[src/design/pmt_pkg.sv]
// Package for the privilege mode tracker
package pmt_pkg;
    // Control register field positions
    localparam int CTRL_W        = 2;
    localparam int CTRL_USER_BIT = 0;
    localparam int CTRL_ALT_BIT  = 1;
    localparam logic [CTRL_W-1:0] CTRL_RST = 2'h0;
    // Execution status compressed-state bit
    localparam int ESR_W       = 32;
    localparam int ESR_CMP_BIT = 24;
    localparam logic [ESR_W-1:0] ESR_RST = 32'h0100_0000;
    localparam int NEST_W_DEF  = 8;

    typedef enum logic [1:0] {
        PMT_PRIV_THREAD = 2'b00,
        PMT_PRIV_HANDLER = 2'b01,
        PMT_USER_THREAD = 2'b10
    } pmt_state_t;

    // Access attempts from the instruction decoder
    typedef struct packed {
        logic restr_instr;
        logic special_reg;
        logic config_reg;
        logic debug_comp;
        logic legacy_isa;
    } pmt_access_t;

    // Exception events
    typedef struct packed {
        logic entry;
        logic ret;
    } pmt_exc_t;
endpackage

[src/design/pmt_tracker.sv]
// Privilege level, mode and stack selection tracker
//
// Overview of operation
// (RULE1) Handler mode exists only at privileged level
// (RULE2) Handler while servicing exception, thread otherwise
// (RULE3) User-level blocked accesses raise a fault
// (RULE4) Privileged level never raises privilege fault
// (RULE5) Two stack pointers, banked active selection
// (RULE6) Only compressed encoding; legacy state faults
// (RULE7) Reset while external reset pin low
// (RULE8) Process stack for user thread, and for privileged thread when control bit 1 set
// (RULE9) Control bit 0 selects thread privilege
// (RULE10) Control bit 1 selects alternate stack
// (RULE11) Compressed status bit reads one; clearing faults
// (RULE12) Outermost return restores thread from control
`timescale 1ns/100ps
`default_nettype none
module pmt_tracker
    import pmt_pkg::*;
#(
    parameter int NEST_W = NEST_W_DEF
)
(
    // Clock and reset
    input  wire logic              clk_sys,
    input  wire logic              ext_reset_n,
    // Decoder access attempts
    input  wire pmt_access_t       access,
    // Exception entry and return
    input  wire pmt_exc_t          exc,
    // Control register write
    input  wire logic              ctrl_we,
    input  wire logic [CTRL_W-1:0] ctrl_wdata,
    // Status register write
    input  wire logic              esr_we,
    input  wire logic [ESR_W-1:0]  esr_wdata,
    // State outputs
    output logic                   priv_user,
    output logic                   handler_mode,
    output logic                   sel_process_sp,
    output logic [CTRL_W-1:0]      ctrl_rdata,
    output logic [ESR_W-1:0]       exec_status_reg,
    output logic                   fault
);
    // Nesting counter needs at least two bits for the outermost compare
    if (NEST_W < 2 || NEST_W > 16)
    begin : g_bad_nest
        $error("NEST_W out of range");
    end

    pmt_state_t        state_r, state_nxt;
    logic [CTRL_W-1:0] ctrl_r, ctrl_nxt;
    logic [NEST_W-1:0] nest_r, nest_nxt;
    logic              fault_r, fault_nxt;
    logic [ESR_W-1:0]  esr_r, esr_nxt;
    logic              blocked;

    // Pull-up on the pin is a pad attribute; low here means reset
    always_comb
    begin
        blocked   = access.restr_instr | access.special_reg
                  | access.config_reg | access.debug_comp;
        ctrl_nxt  = ctrl_r;
        nest_nxt  = nest_r;
        esr_nxt   = esr_r;
        fault_nxt = 1'b0;
        state_nxt = state_r;
        if (ctrl_we && state_r != PMT_USER_THREAD)
        begin
            ctrl_nxt[CTRL_USER_BIT] = ctrl_wdata[CTRL_USER_BIT];            // RULE9
            ctrl_nxt[CTRL_ALT_BIT]  = ctrl_wdata[CTRL_ALT_BIT]
                                    & (state_r != PMT_PRIV_HANDLER);        // RULE10
        end
        if (esr_we)
        begin
            esr_nxt = esr_wdata;
            esr_nxt[ESR_CMP_BIT] = 1'b1;                                    // RULE11
            if (!esr_wdata[ESR_CMP_BIT])
                fault_nxt = 1'b1;                                           // RULE11
        end
        if (state_r == PMT_USER_THREAD && (blocked || ctrl_we))
            fault_nxt = 1'b1;                                               // RULE3
        if (access.legacy_isa)
            fault_nxt = 1'b1;                                               // RULE6
        if (exc.entry || fault_nxt)
        begin
            state_nxt = PMT_PRIV_HANDLER;                                   // RULE2
            if (nest_r != {NEST_W{1'b1}})
                nest_nxt = nest_r + 1'b1;
        end
        else if (exc.ret && state_r == PMT_PRIV_HANDLER)
        begin
            nest_nxt = nest_r - 1'b1;
            if (nest_r == {{(NEST_W-1){1'b0}}, 1'b1})
                state_nxt = ctrl_r[CTRL_USER_BIT] ? PMT_USER_THREAD
                                                  : PMT_PRIV_THREAD;        // RULE12
        end
        else if (state_r == PMT_PRIV_THREAD && ctrl_nxt[CTRL_USER_BIT])
            state_nxt = PMT_USER_THREAD;                                    // RULE9
    end

    always_ff @(posedge clk_sys or negedge ext_reset_n)
    begin
        if (!ext_reset_n)                                                   // RULE7
        begin
            state_r <= PMT_PRIV_THREAD;
            ctrl_r  <= CTRL_RST;
            nest_r  <= '0;
            fault_r <= 1'b0;
            esr_r   <= ESR_RST;
        end
        else
        begin
            state_r <= state_nxt;
            ctrl_r  <= ctrl_nxt;
            nest_r  <= nest_nxt;
            fault_r <= fault_nxt;
            esr_r   <= esr_nxt;
        end
    end

    // Only three encodings exist; user handler never reachable
    assign priv_user       = (state_r == PMT_USER_THREAD);                  // RULE1
    assign handler_mode    = (state_r == PMT_PRIV_HANDLER);                 // RULE4
    assign sel_process_sp  = (state_r == PMT_USER_THREAD)
                           | ((state_r == PMT_PRIV_THREAD)
                              & ctrl_r[CTRL_ALT_BIT]);                      // RULE5 RULE8
    assign ctrl_rdata      = ctrl_r;
    assign exec_status_reg = esr_r;
    assign fault           = fault_r;
endmodule
`default_nettype wire

[config.mk]
export PLATFORM = sky130hd
export DESIGN_NAME = pmt_tracker
export DESIGN_NICKNAME = d
export VERILOG_FILES = /design/src/design/pmt_pkg.sv /design/src/design/pmt_tracker.sv
export SDC_FILE = /design/constraint.sdc
export NUM_CORES = 1
export LEC_CHECK = 0
export BUFFER_PORTS_ARGS = -buffer_cell sky130_fd_sc_hd__buf_2
export CORE_MARGIN = 2
export CORE_UTILIZATION = 30
export CTS_CLUSTER_DIAMETER = 30
export CTS_CLUSTER_SIZE = 14
export DETAILED_ROUTE_END_ITERATION = 8
export GPL_TIMING_DRIVEN = 0
export HOLD_SLACK_MARGIN = 0.05
export SLEW_MARGIN = 10
export SYNTH_ARGS = -nofsm -noshare
export SYNTH_HDL_FRONTEND = slang
export SYNTH_SLANG_ARGS = --single-unit
[constraint.sdc]
create_clock -name clk_sys -period 2.1 [get_ports clk_sys]
set_clock_uncertainty 0.15 [all_clocks]
set_input_delay 0.42 -clock clk_sys [delete_from_list [all_inputs] [get_ports clk_sys]]
set_output_delay 0.42 -clock clk_sys [all_outputs]
set_load 0.005 [all_outputs]
==> results of run 1 <==
-- cell usage in the layout (no fill, tap or decap), types with 2 or more instances in the layout --
cell      synthesis  final
buf_2             0     81
dfrtp_1          44     42
mux2_2           32     32
nor2_1           10     10
inv_1             7      7
nand2_1           6      6
a21oi_1           6      6
a211oi_1          5      5
clkbuf_8          0      5
nor2b_1           4      4
nor4_1            4      4
and3_1            4      4
nand3_1           4      4
buf_1             3      3
or2_2             3      3
o21ai_0           3      3
ha_1              3      3
mux2i_1           2      2
clkbuf_1          2      2
or3_1             2      2
nor3_2            0      2
a31o_2            2      2
dfrtp_2           0      2
-- where the power goes --
part | total (W) | internal, W | switching [W]
logic | 0.000615 | 0.000307 | 0.000308
clock network | 0.000655 | 0.000358 | 0.000296
registers | 0.00113 | 0.000991 | 0.000138
total | 0.00240 | 0.00166 | 0.000742
-- worst register-to-register path: cells and delay by family (launching register included) --
family | cells | cell delay, ps
simple gates | 3 | 830
compound gates | 2 | 340
buf+inv | 1 | 210
flops | 1 | 370
-- what timing repair did --
action                                 4_1_cts  5_1_grt
gates resized for setup                      0        5
setup endpoints to repair                    0        2
endpoints found under the hold margin        0        0
-- stage by stage --
stage / TNS, ps / cell area, um2 / hold WS [ps]
detailed placement: -644 / 2560 / 340
floorplan: 0 / 2050 / -25.6
global route: 0 / 2690 / 187
CTS: 0 / 2670 / 160
finish: 0 / 2690 / 120
global placement: -525 / 2560 / 334
-- final cells by class --
cell class | instances | area [um2] | area share (%)
Buffer | 8 | 52.6 | 1.95
Clock buffer | 5 | 68.8 | 2.56
Clock inverter | 3 | 46.3 | 1.72
Inverter | 7 | 26.3 | 0.977
Multi-Input combinational cell | 110 | 887 | 33.0
Sequential cell | 44 | 1100 | 41.0
Tap cell | 80 | 100 | 3.72
Timing Repair Buffer | 81 | 405 | 15.1
-- how the worst max path moves through the flow --
stage	from	end	slack [ps]
after floorplan	access[0]	nest_r[2]	110
after global placement	ctrl_we	nest_r[2]	-110
after detailed placement	ctrl_we	nest_r[2]	-120
after CTS	nest_r[0]	nest_r[6]	6
after global routing	nest_r[5]	nest_r[7]	30
final	nest_r[5]	nest_r[7]	120
-- layer usage --
metal	wire length, um	share of wire, %
met4	43	0.98
met2	2060	47
met1	1970	45
met5	0	0
met3	300	6.9
-- logic make-up (layout without fill, tap and decap cells) --
logic type | Yosys count | count (layout) | synth area share (%)
compound gates | 24 | 24 | 8.84
xor+xnor | 1 | 1 | 0.427
fa+ha+maj | 3 | 3 | 1.83
buf+inv | 15 | 104 | 3.84
flops | 44 | 44 | 53.6
mux | 34 | 34 | 18.5
other cells | 1 | 1 | 0.183
simple gates | 47 | 47 | 12.7
==> flow_metrics.env, run 1 <==
export IMPL_status="completed"
export IMPL_tightest_slew_ps=965
export IMPL_ios=83
export IMPL_syn_num_nets=217
export IMPL_drv_slew=0
export IMPL_crit_path_end_kind="flop"
export IMPL_global_route_usage_met1_pct=14.9
export IMPL_cts_root_buf="clkbuf_8"
export IMPL_dp_hpwl_um=3330
export IMPL_required_ps=2150
export IMPL_drive_gt1_share_pct=53.5
export IMPL_grtUsageMet3_pct=3.52
export IMPL_clk_pin_slew_ps=90
export IMPL_final_nets=305
export IMPL_overflow=0
export IMPL_cts_tree="yes"
export IMPL_powerDensity_nw_per_um2=892
export IMPL_seq_area_frac_synth_pct=53.6
export IMPL_postCtsSetupRepairBufs=0
export IMPL_power_w=0.00240
export IMPL_dieArea_um2=7520
export IMPL_ys_warn_count=0
export IMPL_port_buffers=81
export IMPL_cap_viol_max_count=0
export IMPL_grt_use_total_pct=12.0
export IMPL_drc=0
export IMPL_ir_drop_mv=0.255
export IMPL_die_y_um=86.7
export IMPL_place_inst=330
export IMPL_grt_pass1_vias=1616
export IMPL_ys_flop_type="dfrtp_1"
export IMPL_start_util_pct=30.6
export IMPL_instances_no_fill=338
export IMPL_drt_wl_total_um=4380
export IMPL_worst_ep_arrival_time_ps=2040
export IMPL_final_core_util_pct=40.0
export IMPL_synthArstFlopShare_pct=100
export IMPL_rrSetupSlack_ps=120
export IMPL_die_w_um=86.7
export IMPL_avgSynthCellArea_um2=12.1
export IMPL_wl_per_cell_um=12.9
export IMPL_r2r_end="nest_r[7]"
export IMPL_timing_rr_start="nest_r[5]"
export IMPL_r2r_cells=6
export IMPL_fillCellCount=648
export IMPL_largest_reg_flops=31
export IMPL_cp_common_cell="a211oi_1"
export IMPL_area_growth_pct=31.0
export IMPL_clockBufferDepth=2
export IMPL_vias=1633
export IMPL_yosysTopAreaCellShare_pct=53.6
export IMPL_top_usage_layer="met2"
export IMPL_cts_made_buffers=5
export IMPL_antenna_found_initial=0
export IMPL_gp_congestion=0.840
export IMPL_fin_crit_sh_pct=94.4
export IMPL_worstPathCellList="clkbuf_1 > nor4b_1 > nand3_1 > nor4_1 > a211oi_1 > a211oi_1"
export IMPL_clock_sinks=44
export IMPL_critPathSlowestCell="dfrtp_1"
export IMPL_firstDrtPassIters=4
export IMPL_hold_viol=0
export IMPL_grt_max_degree=45
export IMPL_max_stage_delay_ps=370
export IMPL_rsz0062_at_grt="no"
export IMPL_worst_path_stages=6
export IMPL_antenna_left=0
export IMPL_slew_headroom_pct=35.7
export IMPL_synth_common_cells="44 x dfrtp_1, 32 x mux2_2, 10 x nor2_1"
export IMPL_hp_class="in -> async"
export IMPL_leakage_nw=1.27
export IMPL_final_setup_viol_count=0
export IMPL_yosysTopAreaCell="dfrtp_1"
export IMPL_worstSetupStartpointType="flop"
export IMPL_core_um2=6720
export IMPL_synth_edff_count=0
export IMPL_met2_usage_pct=20.0
export IMPL_placementRows=30
export IMPL_yosysMostFrequentCell="dfrtp_1"
export IMPL_drt_initial_drc_count=67
export IMPL_synthCells=169
export IMPL_htree_num_levels=2
export IMPL_synth_seq_cells=44
export IMPL_critPathMaxFanout=9
export IMPL_worstSetupPathType="reg -> reg"
export IMPL_fmax_ghz=0.504
export IMPL_layout_setup_ws_ps=117
export IMPL_viasPerCell=4.83
export IMPL_ys_types=41
export IMPL_cts_hold_buf=0
export IMPL_cp_buffers_inverters=1
export IMPL_n_antenna_cell=0
export IMPL_mappedNetlistArea_um2=2050
export IMPL_synth_area_leaders="dfrtp_1 54%, mux2_2 18%, a211oi_1 1.8%"
export IMPL_clock_latency_ps=290
export IMPL_dp_slack_ps=-116
export IMPL_grt_pass1_wl_um=7210
export IMPL_crit_family="simple AND/OR/NAND/NOR gates"
export IMPL_final_min_clock_period_ps=1980
No activity file was read; power rests on OpenSTA's default activity.
==> run 2, diff against run 1 <==
--- a/config.mk
+++ b/config.mk
@@ -13,6 +13,8 @@
 export DETAILED_ROUTE_END_ITERATION = 8
 export GPL_TIMING_DRIVEN = 0
 export HOLD_SLACK_MARGIN = 0.05
+export PLACE_DENSITY = 0.57
+export RECOVER_POWER = 100
 export SLEW_MARGIN = 10
 export SYNTH_ARGS = -nofsm -noshare
 export SYNTH_HDL_FRONTEND = slang
==> flow_metrics.env, run 2 (synthesis gave the netlist of run 1 again) <==
export IMPL_required_ps=2120
export IMPL_p_switching_w=0.000732
export IMPL_r2r_cells=5
export IMPL_start_util_pct=30.6
export IMPL_p_clk_share_pct=28.1
export IMPL_status="completed"
export IMPL_worst_ep_arrival_time_ps=2010
export IMPL_core_um2=6720
export IMPL_r2r_end="nest_r[4]"
export IMPL_slew_headroom_pct=27.4
export IMPL_area_growth_pct=30.1
export IMPL_cts_root_buf="clkbuf_8"
export IMPL_grt_pass1_vias=1456
export IMPL_powerDensity_nw_per_um2=902
export IMPL_clock_latency_ps=290
export IMPL_fmax_ghz=0.504
export IMPL_cts_hold_buf=0
export IMPL_seq_power_share_pct=47.1
export IMPL_hp_class="in -> async"
export IMPL_crit_path_end_kind="flop"
export IMPL_timing_rr_start="state_r[1]"
export IMPL_fin_crit_sh_pct=94.5
export IMPL_n_antenna_cell=0
export IMPL_antenna_found_initial=0
export IMPL_firstDrtPassIters=7
export IMPL_htree_num_levels=2
export IMPL_leakage_nw=1.22
export IMPL_mostFrequentLayoutCells="61 x buf_2, 42 x dfrtp_1, 32 x mux2_2, 23 x clkbuf_1, 10 x nor2_1"
export IMPL_final_min_clock_period_ps=1980
export IMPL_instances_no_fill=338
export IMPL_gp_congestion=0.814
export IMPL_ios=83
export IMPL_worstSetupStartpointType="flop"
export IMPL_grt_max_degree=45
export IMPL_cap_viol_max_count=0
export IMPL_placementRows=30
export IMPL_dp_hpwl_um=3280
export IMPL_viasPerCell=4.72
export IMPL_final_setup_viol_count=0
export IMPL_rrSetupSlack_ps=120
export IMPL_wl_per_cell_um=12.8
export IMPL_drc=0
export IMPL_p_comb_share_pct=24.9
export IMPL_fillCellCount=679
export IMPL_final_nets=305
export IMPL_drv_slew=0
export IMPL_grt_pass1_wl_um=6730
export IMPL_hold_viol=0
export IMPL_port_buffers=81
export IMPL_drt_initial_drc_count=61
export IMPL_die_w_um=86.7
export IMPL_switching_share_pct=30.4
export IMPL_grt_use_total_pct=11.5
export IMPL_largest_reg_flops=31
export IMPL_drive_gt1_share_pct=46.1
export IMPL_ir_drop_mv=0.251
export IMPL_internal_power_w=0.00168
export IMPL_clockBufferDepth=2
export IMPL_layout_commonest_cell="buf_2"
export IMPL_cp_endpoint="nest_r[4]"
export IMPL_dieArea_um2=7520
export IMPL_place_inst=330
export IMPL_cts_tree="yes"
export IMPL_die_y_um=86.7
export IMPL_overflow=0
export IMPL_worstSetupPathType="reg -> reg"
export IMPL_drt_wl_total_um=4330
export IMPL_crit_path_start="state_r[1]"
export IMPL_clock_sinks=44
export IMPL_clk_pin_slew_ps=80
export IMPL_tightest_slew_ps=1090
export IMPL_antenna_left=0
export IMPL_rsz0062_at_grt="no"
export IMPL_vias=1594
export IMPL_final_core_util_pct=39.8
export IMPL_cts_made_buffers=5
export IMPL_critPathMaxFanout=6
## run 2: per-layer routing
| layer | track usage [%] | routed length (um) | up-vias |
|---|---|---|---|
| met5 | 0 | 0 | - |
| met4 | 5.54 | 65 | 0 |
| met3 | 2.76 | 251 | 5 |
| met2 | 18.0 | 1920 | 55 |
| met1 | 15.0 | 2090 | 748 |
| li1 | - | - | 786 |
## run 2: cell type report
class / instances / area [um2] / area share, %
clock inverters: 2 / 38.8 / 1.45
clock buffers: 6 / 82.6 / 3.09
flip-flops and latches: 44 / 1100 / 41.3
repair buffers: 81 / 383 / 14.3
multi-input cells: 110 / 885 / 33.1
well taps: 80 / 100 / 3.75
inverters: 7 / 26.3 / 0.984
plain buffers: 8 / 52.6 / 1.97
## run 2: critical path, cell delays in order (launching register included)
cell      delay [ps]
dfrtp_1          440
nand3b_1         260
or4b_1           580
nor3_1           230
a31o_2           140
a21oi_1           50
## run 2: timing repair
action / CTS / global route
gates resized for setup: 0 / 5
setup buffers: 0 / 0
setup endpoints to repair: 0 / 3
## run 2: through the flow
| stage | power, W | setup slack, ps | area [um2] | hold WS (ps) | setup TNS [ps] |
|---|---|---|---|---|---|
| after floorplan | 0.00152 | 110 | 2050 | -25.6 | 0 |
| after global placement | 0.00174 | -95.1 | 2560 | 333 | -462 |
| after detailed placement | 0.00175 | -104 | 2560 | 340 | -518 |
| after CTS | 0.00244 | 31.5 | 2680 | 161 | 0 |
| after global routing | 0.00258 | 27.7 | 2670 | 184 | 0 |
| final | 0.00241 | 116 | 2670 | 162 | 0 |
## run 2: power by group through the flow
stage / logic [W] / registers [W] / clock network (W)
floorplan: 0.000403 / 0.00112 / 0
global placement: 0.000603 / 0.00113 / 0
detailed placement: 0.000608 / 0.00114 / 0
CTS: 0.000615 / 0.00112 / 0.000702
global route: 0.000684 / 0.00116 / 0.000739
finish: 0.000599 / 0.00113 / 0.000676
## run 2: worst min path at each step
stage	from	endpoint	slack (ps)
after floorplan	ext_reset_n	ctrl_rdata[0]	-30
after global placement	exec_status_reg[25]	exec_status_reg[25]	330
after detailed placement	exec_status_reg[25]	exec_status_reg[25]	340
after CTS	ext_reset_n	exec_status_reg[1]	160
after global routing	access[0]	fault	180
final	ext_reset_n	exec_status_reg[17]	160
